### config.mk
export PLATFORM = sky130hd
export DESIGN_NAME = ltmc_core
export DESIGN_NICKNAME = d
export VERILOG_FILES = /design/src/rtl/ltmc_timer.v /design/src/rtl/ltmc_core.v
export VERILOG_INCLUDE_DIRS = /design/src /design/src/include
export SDC_FILE = /design/constraint.sdc
export NUM_CORES = 1
export LEC_CHECK = 0
export ABC_AREA = 1
export ABC_CLOCK_PERIOD_IN_PS = 1970
export BUFFER_PORTS_ARGS = -buffer_cell sky130_fd_sc_hd__buf_2
export CAP_MARGIN = 0
export CORE_ASPECT_RATIO = 0.5
export CORE_MARGIN = 2
export CORE_UTILIZATION = 45
export DETAILED_ROUTE_END_ITERATION = 6
export PLACE_DENSITY = 0.61
export SLEW_MARGIN = 20
export SYNTH_ARGS = -nofsm -noshare
export SYNTH_HDL_FRONTEND = slang
export SYNTH_SLANG_ARGS = --single-unit
### constraint.sdc
create_clock -name clk -period 1.97 [get_ports clk]
set_input_delay 0.197 -clock clk [delete_from_list [all_inputs] [get_ports clk]]
set_output_delay 0.197 -clock clk [all_outputs]
set_load 0.1 [all_outputs]
### src/include/ltmc_regs.vh
`ifndef LTMC_REGS_VH
`define LTMC_REGS_VH

// Clock period in ns (10 MHz)
`define LTMC_CLK_NS        100
// Dominant time-out on the transmit input, in us
`define LTMC_DOM_TIMEOUT_US 6000
`define LTMC_DOM_CYC       ((`LTMC_DOM_TIMEOUT_US * 1000) / `LTMC_CLK_NS)
// Recessive time that re-arms the driver after a time-out, in us
`define LTMC_REACT_US      10
`define LTMC_REACT_CYC     ((`LTMC_REACT_US * 1000 + `LTMC_CLK_NS - 1) / `LTMC_CLK_NS)
// Reset hold after the regulator is good, in us
`define LTMC_RESET_US      4000
`define LTMC_RESET_CYC     ((`LTMC_RESET_US * 1000) / `LTMC_CLK_NS)
// Dominant time that qualifies a wake-up, in us
`define LTMC_WAKE_US       90
`define LTMC_WAKE_CYC      ((`LTMC_WAKE_US * 1000 + `LTMC_CLK_NS - 1) / `LTMC_CLK_NS)
// Undervoltage falling-edge delay on the reset output, in cycles
`define LTMC_RES_F_CYC     4

// Mode encodings
`define LTMC_MODE_FAILSAFE 3'h0
`define LTMC_MODE_NORMAL   3'h1
`define LTMC_MODE_SILENT   3'h2
`define LTMC_MODE_SLEEP    3'h3
`define LTMC_MODE_UNPOWER  3'h4

`endif

### src/rtl/ltmc_timer.v
`timescale 1ns/10ps
// ==========================================================
// Saturating cycle counter
module ltmc_timer #(
	parameter WIDTH = 16
) (
	input  wire             clk,
	input  wire             rst_n,
	input  wire             ce,
	input  wire             run,
	output reg  [WIDTH-1:0] count_q
);

	// Counts while run is high, clears otherwise, sticks at the top
	always @(posedge clk) begin
		if (!rst_n) begin
			count_q <= {WIDTH{1'b0}};
		end else if (ce) begin
			if (!run)
				count_q <= {WIDTH{1'b0}};
			else if (count_q != {WIDTH{1'b1}})
				count_q <= count_q + {{(WIDTH-1){1'b0}}, 1'b1};
		end
	end

endmodule

### src/rtl/ltmc_core.v
`timescale 1ns/10ps
`include "ltmc_regs.vh"
// How it works
// - Battery below 5V blocks any bus transmission.
// - Battery power-up enters Fail-safe with regulator on.
// - Regulator undervoltage drives reset low after a short fixed delay.
// - Reset stays low 4ms after regulator reaches nominal level.
// - Normal mode: transmit low drives bus dominant, high leaves recessive.
// - Transmit low over 6ms forces the driver recessive.
// - After time-out, transmit high over 10us re-enables the driver.
// - Normal: receive output high for recessive bus, low for dominant.
// - Enable high selects Normal mode, both paths active, regulator on.
// - Enable falling with transmit high enters Silent mode.
// - Enable falling with transmit low enters Sleep, regulator off.
// - Undervoltage in Normal or Silent asserts reset and goes Fail-safe.
// - Silent: transmit off, receive high, regulator on.
// - Silent entry does not depend on the bus level.
// - Silent: bus below pre-wake threshold enables receiver and termination.
// - Wake-up is falling edge, dominant over 90us, then rising edge.
// - Wake-up in Silent goes Fail-safe and pulls receive low.
// - After wake-up, enable high moves straight to Normal.
// - Fail-safe keeps bus off until enable high, then Normal.
// - Reset output low forces Fail-safe from any mode except Sleep; battery loss forces Unpower.
// - Mode changes are ignored while the reset delay runs.
module ltmc_core #(
	parameter DOM_CYC   = `LTMC_DOM_CYC,
	parameter RESET_CYC = `LTMC_RESET_CYC
) (
	input  wire       clk,
	input  wire       rst_n,
	input  wire       ce,
	input  wire       txd_in,
	input  wire       en_in,
	input  wire       lin_in,
	input  wire       battery_supply,
	input  wire       battery_low,
	input  wire       vcc_good,
	input  wire       prewake_threshold,
	output reg        lin_drive_q,
	output reg        rxd_out_q,
	output reg        rxd_oe_q,
	output reg        undervoltage_reset_n,
	output reg        vcc_enable_q,
	output reg        termination_on_q,
	output reg        receiver_on_q,
	output reg        wake_flag_q,
	output reg  [2:0] mode_q
);

	// ==========================================================
	// Input synchronisers
	reg [1:0] txd_sync_q;
	reg [1:0] en_sync_q;
	reg [1:0] lin_sync_q;
	reg [1:0] bat_sync_q;
	reg [1:0] blow_sync_q;
	reg [1:0] vgood_sync_q;
	reg [1:0] pw_sync_q;
	reg       en_prev_q;
	reg       lin_prev_q;

	wire txd     = txd_sync_q[1];
	wire en      = en_sync_q[1];
	wire lin     = lin_sync_q[1];
	wire bat     = bat_sync_q[1];
	wire bat_low = blow_sync_q[1];
	wire vgood   = vgood_sync_q[1];
	wire prewake = pw_sync_q[1];

	// Two flops per pin; only the second stage is used below
	always @(posedge clk) begin
		if (!rst_n) begin
			txd_sync_q   <= 2'h3;
			en_sync_q    <= 2'h0;
			lin_sync_q   <= 2'h3;
			bat_sync_q   <= 2'h0;
			blow_sync_q  <= 2'h3;
			vgood_sync_q <= 2'h0;
			pw_sync_q    <= 2'h0;
			en_prev_q    <= 1'b0;
			lin_prev_q   <= 1'b1;
		end else if (ce) begin
			txd_sync_q   <= {txd_sync_q[0], txd_in};
			en_sync_q    <= {en_sync_q[0], en_in};
			lin_sync_q   <= {lin_sync_q[0], lin_in};
			bat_sync_q   <= {bat_sync_q[0], battery_supply};
			blow_sync_q  <= {blow_sync_q[0], battery_low};
			vgood_sync_q <= {vgood_sync_q[0], vcc_good};
			pw_sync_q    <= {pw_sync_q[0], prewake_threshold};
			en_prev_q    <= en;
			lin_prev_q   <= lin;
		end
	end

	wire en_fall  = en_prev_q & ~en;
	wire lin_fall = lin_prev_q & ~lin;
	wire lin_rise = ~lin_prev_q & lin;

	// ==========================================================
	// Timers
	wire [15:0] dom_cnt;
	wire [15:0] react_cnt;
	wire [15:0] res_cnt;
	wire [15:0] wake_cnt;
	wire [15:0] resf_cnt;
	reg         dom_lock_q;
	reg         wake_arm_q;
	reg         res_hold_q;

	// Helper: count reached a threshold
	function reached;
		input [15:0] cnt;
		input [31:0] lim;
		begin
			reached = ({16'h0, cnt} >= lim);
		end
	endfunction

	// Dominant time-out counter watches transmit in every mode
	ltmc_timer #(.WIDTH(16)) u_dom (
		.clk     (clk),
		.rst_n   (rst_n),
		.ce      (ce),
		.run     (~txd & ~dom_lock_q),
		.count_q (dom_cnt)
	);

	// Recessive time after a time-out
	ltmc_timer #(.WIDTH(16)) u_react (
		.clk     (clk),
		.rst_n   (rst_n),
		.ce      (ce),
		.run     (txd & dom_lock_q),
		.count_q (react_cnt)
	);

	// Reset hold after the regulator is good
	ltmc_timer #(.WIDTH(16)) u_res (
		.clk     (clk),
		.rst_n   (rst_n),
		.ce      (ce),
		.run     (res_hold_q & vgood),
		.count_q (res_cnt)
	);

	// Dominant length of a wake-up candidate
	ltmc_timer #(.WIDTH(16)) u_wake (
		.clk     (clk),
		.rst_n   (rst_n),
		.ce      (ce),
		.run     (wake_arm_q & ~lin),
		.count_q (wake_cnt)
	);

	// Falling-edge delay of the reset output
	ltmc_timer #(.WIDTH(16)) u_resf (
		.clk     (clk),
		.rst_n   (rst_n),
		.ce      (ce),
		.run     (~vgood & ~res_hold_q),
		.count_q (resf_cnt)
	);

	// Time-out lock: set after 6ms low, cleared after 10us high
	always @(posedge clk) begin
		if (!rst_n) begin
			dom_lock_q <= 1'b0;
		end else if (ce) begin
			if (!dom_lock_q && reached(dom_cnt, DOM_CYC))
				dom_lock_q <= 1'b1;
			else if (dom_lock_q && reached(react_cnt, `LTMC_REACT_CYC))
				dom_lock_q <= 1'b0;
		end
	end

	// Reset hold: entered on regulator dropout, left 4ms after good
	wire uv_event = ~vgood & ~res_hold_q & reached(resf_cnt, `LTMC_RES_F_CYC);
	always @(posedge clk) begin
		if (!rst_n) begin
			res_hold_q <= 1'b1;
		end else if (ce) begin
			if (!bat)
				res_hold_q <= 1'b1;
			else if (uv_event)
				res_hold_q <= 1'b1;
			else if (res_hold_q && reached(res_cnt, RESET_CYC))
				res_hold_q <= 1'b0;
		end
	end

	// ==========================================================
	// Mode machine
	reg [2:0] mode_d;
	wire      wake_req = wake_arm_q & lin_rise & reached(wake_cnt, `LTMC_WAKE_CYC);

	// Wake detector armed on a falling edge in low-power modes
	always @(posedge clk) begin
		if (!rst_n) begin
			wake_arm_q <= 1'b0;
		end else if (ce) begin
			if (mode_q != `LTMC_MODE_SILENT && mode_q != `LTMC_MODE_SLEEP)
				wake_arm_q <= 1'b0;
			else if (lin_fall)
				wake_arm_q <= 1'b1;
			else if (lin_rise)
				wake_arm_q <= 1'b0;
		end
	end

	// Next mode; reset hold blocks requests and forces Fail-safe except from Sleep
	always @* begin
		mode_d = mode_q;
		if (!bat) begin
			mode_d = `LTMC_MODE_UNPOWER;
		end else if (mode_q == `LTMC_MODE_UNPOWER) begin
			mode_d = `LTMC_MODE_FAILSAFE;
		end else if (res_hold_q) begin
			if (mode_q != `LTMC_MODE_SLEEP)
				mode_d = `LTMC_MODE_FAILSAFE;
		end else begin
			case (mode_q)
			`LTMC_MODE_FAILSAFE: begin
				if (en)
					mode_d = `LTMC_MODE_NORMAL;
			end
			`LTMC_MODE_NORMAL: begin
				if (en_fall && txd)
					mode_d = `LTMC_MODE_SILENT;
				else if (en_fall && !txd)
					mode_d = `LTMC_MODE_SLEEP;
			end
			`LTMC_MODE_SILENT: begin
				if (wake_req)
					mode_d = `LTMC_MODE_FAILSAFE;
				else if (en)
					mode_d = `LTMC_MODE_NORMAL;
			end
			`LTMC_MODE_SLEEP: begin
				if (wake_req || en)
					mode_d = `LTMC_MODE_FAILSAFE;
			end
			default: begin
				mode_d = `LTMC_MODE_FAILSAFE;
			end
			endcase
		end
	end

	// Undervoltage in Normal or Silent is caught by res_hold_q above
	always @(posedge clk) begin
		if (!rst_n)
			mode_q <= `LTMC_MODE_UNPOWER;
		else if (ce)
			mode_q <= mode_d;
	end

	// ==========================================================
	// Pin outputs, all registered
	// Wake flag survives until Normal mode or battery loss; set beats clear
	always @(posedge clk) begin
		if (!rst_n) begin
			wake_flag_q <= 1'b0;
		end else if (ce) begin
			if (wake_req)
				wake_flag_q <= 1'b1;
			else if (mode_d == `LTMC_MODE_NORMAL || !bat)
				wake_flag_q <= 1'b0;
		end
	end

	always @(posedge clk) begin
		if (!rst_n) begin
			lin_drive_q          <= 1'b0;
			rxd_out_q            <= 1'b1;
			rxd_oe_q             <= 1'b0;
			undervoltage_reset_n <= 1'b0;
			vcc_enable_q         <= 1'b0;
			termination_on_q     <= 1'b0;
			receiver_on_q        <= 1'b0;
		end else if (ce) begin
			// Driver active only in Normal, battery good, no time-out
			lin_drive_q <= (mode_d == `LTMC_MODE_NORMAL) & ~txd
				& ~dom_lock_q & ~bat_low & ~res_hold_q;
			undervoltage_reset_n <= ~res_hold_q & bat;
			vcc_enable_q  <= bat & (mode_d != `LTMC_MODE_SLEEP);
			rxd_oe_q      <= bat;
			termination_on_q <= (mode_d == `LTMC_MODE_NORMAL) |
				(mode_d == `LTMC_MODE_FAILSAFE) | prewake;
			receiver_on_q <= (mode_d == `LTMC_MODE_NORMAL) | prewake;
			case (mode_d)
			`LTMC_MODE_NORMAL:   rxd_out_q <= lin;
			`LTMC_MODE_SILENT:   rxd_out_q <= 1'b1;
			`LTMC_MODE_FAILSAFE: rxd_out_q <= ~(wake_flag_q | wake_req);
			default:             rxd_out_q <= 1'b0;
			endcase
		end
	end

endmodule

# After elaboration in Yosys (flattened, before gate mapping)
# Cells that the tools add are included.
# word_totals
elab_cells	142
register_bits	110
output_inout_bits	11
# op_classes
n_eq_ne	20
add_sub_neg	5
bitwise_logic	30
order_cmp	5
reduce_logical	25
muxes	31
# op_table
op	n
$mux W16	10
$add A16 B1 Y16 const B	5
$ne A16 B16 Y1 const B	5
$ge A16 B16 Y1 const B	2
$mux W3	9
$reduce_and A2 Y1	9
$and A1 B1 Y1	17
$ge A16 B10 Y1 const B	1
$ge A16 B3 Y1 const B	1
$ge A16 B7 Y1 const B	1
$pmux W3 S4	1
$mux W1	10
$ne A2 B2 Y1 const B	5
$eq A3 B2 Y1 const B	3
$ne A3 B2 Y1 const B	3
$not A1 Y1	9
$eq A3 B1 Y1 const B	2
$logic_and A1 B1 Y1	6
$logic_not A3 Y1	2
$or A1 B1 Y1	4
$reduce_bool A2 Y1	2
$eq A3 B3 Y1 const B	1
$logic_not A1 Y1	3
$ne A3 B1 Y1 const B	1
other kinds (3)	4

# Longest topological paths before layout
# Gate-level depths: netlist of the first run.
# depth
ltp_word	15
mapped_depth	15
ltp_nobuf	15

# Hierarchy
# A second synthesis of the first run with hierarchy kept.
# hier_totals
hier_cells	1083
area_unflattened_um2	6896.6
# modules_own_cells
module	seq_area_each_um2	cells_each	n_inst	area_per_inst_um2
ltmc_timer	320.3	175	5	1073.5
ltmc_core	600.6	208	1	1529.0

# Worst setup path after synthesis of the first run
# Ideal clock, no wire load.
# synth_timing
kind	reg2reg
from	reg mode_q[1]
to	reg wake_flag_q
synth_period_minus_slack_ns	2.187
n_path_buf	0
slack_ns	-0.217
required_time_ns	1.838
path_stages_with_launch	12
arrival_time_ns	2.054
path_cell_list	dfxtp_1 > inv_1 > nor2_1 > inv_1 > nor2_1 > nand3_1 > nand4_1 > nand3_1 > nand2_1 > nand2_1 > nand2_1 > a21oi_1
# synth_via
elab_chain_cells	10
word_cells_on_any_way	20
# synth_rtl
element	line_no	rtl
start, declared	ltmc_core.v:47	output reg [2:0] mode_q
start signal, assigned	ltmc_core.v:252	mode_q <= `LTMC_MODE_UNPOWER;
start signal, assigned	ltmc_core.v:254	mode_q <= mode_d;
$mux W3, on equally long branches	ltmc_core.v:223, ltmc_core.v:235, ltmc_core.v:229	
$mux W3, on equally long branches	ltmc_core.v:233, ltmc_core.v:227	
$pmux W3 S4	ltmc_core.v:221	case (mode_q)
$mux W3	ltmc_core.v:217	end else if (res_hold_q) begin
$mux W3 *	ltmc_core.v:215	end else if (mode_q == `LTMC_MODE_UNPOWER) begin
$mux W3 *	ltmc_core.v:213	if (!bat) begin
$eq A3 B1 Y1 *	--	
$logic_or A1 B1 Y1 *	ltmc_core.v:266	else if (mode_d == `LTMC_MODE_NORMAL || !bat)
$reduce_bool A2 Y1 (no source line) *	--	
$reduce_and A2 Y1 (no source line) *	--	
end signal, assigned	ltmc_core.v:262	wake_flag_q <= 1'b0;
end signal, assigned	ltmc_core.v:265	wake_flag_q <= 1'b1;
end signal, assigned	ltmc_core.v:267	wake_flag_q <= 1'b0;
end, declared	ltmc_core.v:46	output reg wake_flag_q,
# Every way passes the cells marked *; elsewhere a longest branch is shown, timed or not.
# A chain may end at the register's enable or synchronous reset.

# Worst setup path after layout of the first run
# layout_timing
from	reg u_res.count_q[0]
to	reg u_res.count_q[13]
# layout_via
elab_chain_cells	3
word_cells_on_any_way	6
# layout_rtl
element	line_no	rtl
start, declared	ltmc_timer.v:11	output reg [WIDTH-1:0] count_q
start signal, assigned	ltmc_timer.v:17	count_q <= {WIDTH{1'b0}};
start signal, assigned	ltmc_timer.v:20	count_q <= {WIDTH{1'b0}};
start signal, assigned	ltmc_timer.v:22	count_q <= count_q + {{(WIDTH-1){1'b0}}, 1'b1};
$add A16 B1 Y16 / $ne A16 B16 Y1 (equally long branches)	ltmc_timer.v:22, ltmc_timer.v:21	
$mux W16 / $ne A2 B2 Y1 (equally long branches)	--	
$mux W16 / $reduce_and A2 Y1 (equally long branches)	--	
# Several ways; a longest one is shown, not always the timed one. The select of a mux whose other input is x is not followed.

==> results.py, run 1 <==
metrics = {
    "global_route": {
        "grt_max_degree": 24,
        "antenna_found_initial": 0,
        "grt_overflow_total": 0,
        "grt_pass1_wl_um": 19100,
        "grt_util_all_layers_pct": 18.1,
        "grt_pass1_vias": 4370,
    },
    "min_path": {
        "min_path_type": "primary input to register",
        "holdPathStages": 3,
    },
    "final_layout": {
        "diodes": 0,
        "final_cell_area_sq_um": 6260,
        "fin_cells": 975,
        "fin_nets": 827,
        "syn_to_final_growth_pct": 16.8,
        "layout-drive-gt1-share_pct": 14.7,
        "nFillCells": 1164,
    },
    "die": {
        "fp.dieH_um": 81.2,
        "fp.dieArea_sq_um": 12900,
        "start_util_pct": 45.8,
        "core_sq_um": 11700,
        "die_w_um": 158,
        "ios": 21,
        "rows": 28,
    },
    "timing": {
        "drv_slew": 0,
        "finalCritPeriodShare_pct": 91.6,
        "timing_worst_slew_pin_value_ps": 530,
        "skew_ps": 9.03,
        "fin_crit_ps": 1810,
        "finalHoldViolCount": 0,
        "timing.final.ws_setup_ps": 165,
        "max_freq_ghz": 0.554,
        "setup_viol": 0,
        "relSlewSlack_pct": 64.6,
        "rsz0062_at_grt": "true",
    },
    "setup_path": {
        "cp-end-kind": "register",
        "crit_fanout": 5,
        "r2r_cells": 15,
        "critical_path_arrival_ps": 2050,
        "start_kind": "register",
        "crit_required_ps": 2220,
        "crit_type": "register to register",
    },
    "synthesis": {
        "yosysTopAreaCell": "dfxtp_1",
        "postSynthAreaPerCell_sq_um": 7.01,
        "yosys_register_bits": 110,
        "yosys-top-cells-area": "dfxtp_1, nand2_1, a21oi_1, inv_1, nor2_1",
        "ys.warnings.count": 0,
        "syn_nets": 787,
        "synth.distinct_cells": 41,
        "syn_inst": 765,
        "yosysMostFrequentCell": "nand2_1",
        "synth_top_area_share_pct": 41.1,
        "yosysSeqAreaShare_pct": 41.1,
        "syn_area_sq_um": 5360,
        "synth_ff_type": "dfxtp_1",
        "async_flop_share_pct": 0,
        "synth_edf_count": 0,
        "synth_commonest_cells": "nand2_1, dfxtp_1, inv_1, nor2_1, a21oi_1",
    },
    "routing": {
        "ant_nets": 0,
        "routedWlPerCell_um": 11.8,
        "via_per_inst": 5.04,
        "drt_iter0_markers": 209,
        "wirelength_um": 11500,
        "drtPass1Iterations": 5,
        "vias": 4912,
        "drc": 0,
    },
    "pwr": {
        "combPwrFrac_pct": 6.7,
        "ir_worst_vdd_v": 0.000386,
        "swShare_pct": 22.6,
        "p_sw_w": 0.00106,
        "p_int_w": 0.00363,
        "p_leak_nw": 2.33,
        "power.share.sequential_pct": 48.8,
        "clkPwrFrac_pct": 44.5,
        "power_density_nw_per_um2": 750,
    },
    "placement": {
        "place_ws_ps": 86.3,
        "place.port_buffers": 20,
        "gp_congestion": 0.882,
        "place_inst": 955,
        "hpwl_um": 8310,
        "place_area_sq_um": 5760,
    },
    "flow_run": {
        "timing.max_cap.violations": 0,
    },
    "clocking": {
        "cts.path.max_buffers": 2,
        "cts.sinks": 110,
        "clk_pin_slew_ps": 70,
        "cts_tree": "built",
        "cts-htree-levels": 3,
        "insertion_delay_ps": 350,
        "root_buffer": "clkbuf_16",
        "cts_made_buffers": 9,
    },
    "run_status": {
        "run_status": "completed",
    },
}
[placed cells by master, fill, tap and decap left out, drive strengths merged, types with 15 or more instances in the layout]
| master | n |
|---|---|
| nand2 | 135 |
| o21ai | 57 |
| nor2 | 98 |
| dfxtp | 110 |
| nor3 | 38 |
| nand3 | 46 |
| a21oi | 77 |
| inv | 109 |
| nand4 | 15 |
| buf | 43 |
[cells by family (layout without fill, tap and decap cells)]
family / Yosys count / after routing / synth area share [%]
buffers and inverters: 124 / 168 / 9.01
AOI/OAI and AO/OA: 157 / 158 / 16.2
DFF: 110 / 110 / 41.1
xor gates and xnor gates: 13 / 13 / 2.12
and+or+nand+nor: 349 / 349 / 28.8
adders and majority gates: 12 / 12 / 2.80
[state kept, by name, summed over array words and instances (netlist names), 2 cells and up]
register         cells
u_react.count_q     16
u_res.count_q       16
vgood_sync_q         2
mode_q               3
en_sync_q            2
blow_sync_q          2
u_resf.count_q      16
u_wake.count_q      16
lin_sync_q           2
bat_sync_q           2
u_dom.count_q       16
txd_sync_q           2
pw_sync_q            2
[area by class of cell]
class	instances	area, sq um	share of cell area, %
Inverter	109	417	6.65
Sequential cell	110	2210	35.3
Timing Repair Buffer	43	285	4.56
Clock buffer	10	239	3.82
Multi-Input combinational cell	532	2800	44.7
Clock inverter	6	109	1.74
Tap cell	165	206	3.30
[metal layers]
layer  share of wire (%)  up-vias  GRT usage, %
met5                   0        -             0
met2                  44       71          30.3
met1                  52     2215          24.1
met4                 1.2        0          4.59
met3                 2.7       14          3.84
li1                    -     2612             -
[critical path, cell delays in order (launching register included)]
cell and delay [ps]:
dfxtp_2 340, ha_2 190, nand2_2 70, inv_1 40, nand3_2 70, inv_1 40, nand4_1 100, nand2_4 100
nor2_4 140, nand3_2 100, nor2_4 160, nand3_4 100, nor2_1 110, nand2_1 50, nand2_1 50, nor2_1 30
[metrics by stage]
stage	hold WS (ps)	setup TNS [ps]	power (W)	utilization (%)
after floorplan	323	0	0.00255	-
after global placement	414	0	0.00264	49.3
after detailed placement	413	0	0.00264	49.3
after CTS	54.3	0	0.00474	52.2
after global routing	76.5	-172	0.00487	53.5
final	63.1	0	0.00469	53.5
[repair_timing]
item                                    in CTS  in global routing
setup buffers                                0                  3
endpoints found under the setup margin       0                 46
hold buffers                                 0                  0
gates resized for setup                      0                 31
[path summary, 6_finish.rpt]
path	slack, ps	endpoint	from
max	160	u_res.count_q[13]	u_res.count_q[0]
min	60	blow_sync_q[0]	battery_low
max reg2reg	160	u_res.count_q[13]	u_res.count_q[0]
min reg2reg	450	u_res.count_q[4]	u_res.count_q[4]
[power groups by stage]
| stage | sequential [W] | clock [W] | combinational (W) |
|---|---|---|---|
| floorplan | 0.00239 | 0 | 0.000163 |
| finish | 0.00229 | 0.00209 | 0.000315 |
| global route | 0.00229 | 0.00223 | 0.000350 |
| global placement | 0.00234 | 0 | 0.000300 |
| detailed placement | 0.00234 | 0 | 0.000304 |
| CTS | 0.00229 | 0.00214 | 0.000305 |
No activity file was read; power rests on OpenSTA's default activity.
==> inputs of run 2 (changes only) <==
Settings changed: ABC_AREA 1 to 0, ABC_CLOCK_PERIOD_IN_PS 1970 to not set, CAP_MARGIN 0 to 15.
==> run 2 against run 1 <==
Compared with the run above:
- critical endpoint is now vcc_enable_q
- sequential share of layout area is 0.41 points higher
- clock power fell by 4%
- largest cell class unchanged
- highest routed layer unchanged
- synthesized cell count shrank 20%
- critical path depth decreased by 9
- hold slack better by 2.8 ps
- critical path type unchanged
==> results.py, run 2 <==
metrics = {
    "die": {
        "fp.dieArea_sq_um": 12700,
        "core_sq_um": 11200,
        "fp.dieH_um": 80.8,
        "ios": 21,
        "start_util_pct": 47.2,
        "rows": 27,
        "die_w_um": 158,
    },
    "setup_path": {
        "cp-end-kind": "register",
        "crit_path_cell_trace": "or4_4, nor3_4, a21oi_2, a211oi_4, a21boi_2, o31ai_1",
        "max_stage_delay_ps": 520,
        "crit_path_top_delay_cell": "or4_4",
        "crit_type": "register to register",
        "crit_required_ps": 2200,
        "critical_path_arrival_ps": 2150,
        "start_kind": "register",
        "crit_fanout": 7,
        "timing.rr.start": "u_wake.count_q[15]",
        "startpoint": "u_wake.count_q[15]",
    },
    "clocking": {
        "cts.sinks": 110,
        "cts_tree": "built",
        "cts_setup_buffers": 0,
        "cts.path.max_buffers": 2,
        "cts-htree-levels": 3,
        "insertion_delay_ps": 350,
        "cts_made_buffers": 9,
        "cts_hold_buf": 0,
        "ctsResizeCount": 0,
        "root_buffer": "clkbuf_16",
        "clk_pin_slew_ps": 70,
    },
    "global_route": {
        "grt_util_all_layers_pct": 19.1,
        "grt_max_degree": 20,
        "grt_pass1_vias": 4002,
        "antenna_found_initial": 0,
        "grt_overflow_total": 0,
        "grt_pass1_wl_um": 19400,
    },
    "final_layout": {
        "fin_cells": 824,
        "syn_to_final_growth_pct": 16.9,
        "layout_commonest_cell": "dfxtp_1",
        "utilization_pct": 55.1,
        "diodes": 0,
        "fin_nets": 682,
        "layout-drive-gt1-share_pct": 15.5,
        "layout_common_cells": "dfxtp_1, nor2_1, nand2_1",
    },
    "pwr": {
        "p_leak_nw": 2.25,
        "p_total_w": 0.00451,
        "power_density_nw_per_um2": 726,
        "clkPwrFrac_pct": 44.3,
        "ir_worst_vdd_v": 0.000343,
        "swShare_pct": 23.2,
        "combPwrFrac_pct": 5.3,
        "power.share.sequential_pct": 50.4,
        "p_int_w": 0.00346,
        "p_sw_w": 0.00105,
    },
    "synthesis": {
        "synth_ff_type": "dfxtp_1",
        "yosysSeqAreaShare_pct": 41.5,
        "yosysMostFrequentCell": "dfxtp_1",
        "yosys-top-cells-area": "dfxtp_1, nor2_1, xnor2_1, xor2_1, nand2_1",
        "synth_commonest_cells": "dfxtp_1, nor2_1, nand2_1, nand3_1, xnor2_1",
        "syn_nets": 632,
        "synth_edf_count": 0,
        "syn_area_sq_um": 5310,
        "ys.warnings.count": 0,
        "yosysTopAreaCell": "dfxtp_1",
        "postSynthAreaPerCell_sq_um": 8.70,
        "async_flop_share_pct": 0,
        "synth.distinct_cells": 64,
        "yosys_register_bits": 110,
        "syn_inst": 610,
        "synth_top_area_share_pct": 41.5,
    },
    "timing": {
        "relSlewSlack_pct": 63.4,
        "fin_hold_ws_ps": 65.9,
        "max_freq_ghz": 0.522,
        "timing_worst_slew_pin_value_ps": 548,
        "rsz0062_at_grt": "true",
        "finalCritPeriodShare_pct": 97.2,
        "timing.final.ws_setup_ps": 54.7,
        "fin_crit_ps": 1920,
        "setup_viol": 0,
        "finalHoldViolCount": 0,
        "skew_ps": 10.1,
        "drv_slew": 0,
    },
    "placement": {
        "hpwl_um": 7770,
        "place_inst": 808,
        "gp_congestion": 0.783,
        "place_ws_ps": 56.7,
        "place.port_buffers": 20,
    },
    "routing": {
        "drtPass1Iterations": 4,
        "drt_iter0_markers": 225,
        "drc": 0,
        "via_per_inst": 5.20,
        "ant_nets": 0,
        "vias": 4287,
        "routedWlPerCell_um": 13.4,
        "wirelength_um": 11000,
    },
    "min_path": {
        "min-delay-start": "battery_low",
        "min_path_type": "primary input to register",
    },
    "run_status": {
        "run_status": "completed",
    },
    "flow_run": {
        "timing.max_cap.violations": 0,
    },
}
==> run 2: changes by cell type after synthesis, sizes merged, moves of 17 or more <==
cell   previous run  this run
inv             109        20
nand2           135        55
a21oi            76        18
o21ai            57        16
xnor2             0        33
xor2             13        32
nor3             38        21
==> run 2: kinds of logic after synthesis <==
family                     share of synthesized area [%]
and+or+nand+nor                                     27.3
DFF                                                 41.5
AOI/OAI and AO/OA                                   11.5
xor gates and xnor gates                            10.7
buffers and inverters                               3.07
muxes                                               3.02
adders and majority gates                           2.83
==> run 2: through the flow <==
| stage | instance area, sq um | TNS [ps] |
|---|---|---|
| 2_1_floorplan | 5310 | 0 |
| 3_3_place_gp | 5830 | 0 |
| 3_5_place_dp | 5830 | 0 |
| 4_1_cts | 6160 | 0 |
| 5_1_grt | 6200 | -60.0 |
| 6_report | 6200 | 0 |
==> run 2: power by group through the flow <==
stage | Combinational [W] | Clock (W) | Sequential [W]
3_5_place_dp | 0.000241 | 0 | 0.00232
6_report | 0.000239 | 0.00200 | 0.00227
3_3_place_gp | 0.000238 | 0 | 0.00232
4_1_cts | 0.000241 | 0.00205 | 0.00227
2_1_floorplan | 0.000124 | 0 | 0.00236
5_1_grt | 0.000265 | 0.00215 | 0.00227
==> run 2: per-layer routing <==
metal	global-route usage (%)	vias up	wire length, um
met5	0	-	0
met4	5.27	0	91
met3	4.48	10	219
met2	29.2	29	4660
met1	27.0	2017	6030
li1	-	2231	-
==> run 2: worst paths after layout <==
| path | end | slack [ps] | cells after the start |
|---|---|---|---|
| min | blow_sync_q[0] | 70 | 3 |
| max | vcc_enable_q | 50 | 6 |
| min reg2reg | blow_sync_q[1] | 480 | 2 |
| max reg2reg | vcc_enable_q | 50 | 6 |
==> run 2: area by class of cell <==
cell class	instances	area (sq um)
clock buffer	9	225
clock inverter	7	104
fill	1047	5050
inverter	22	82.6
multi-input combinational	459	2980
sequential	110	2210
tap	159	199
timing repair buffer	58	398
==> run 2: critical path, delay by kind of cell (launching register included) <==
family | cells | cell delay [ps]
simple gates | 2 | 700
compound gates | 4 | 760
flops | 1 | 340
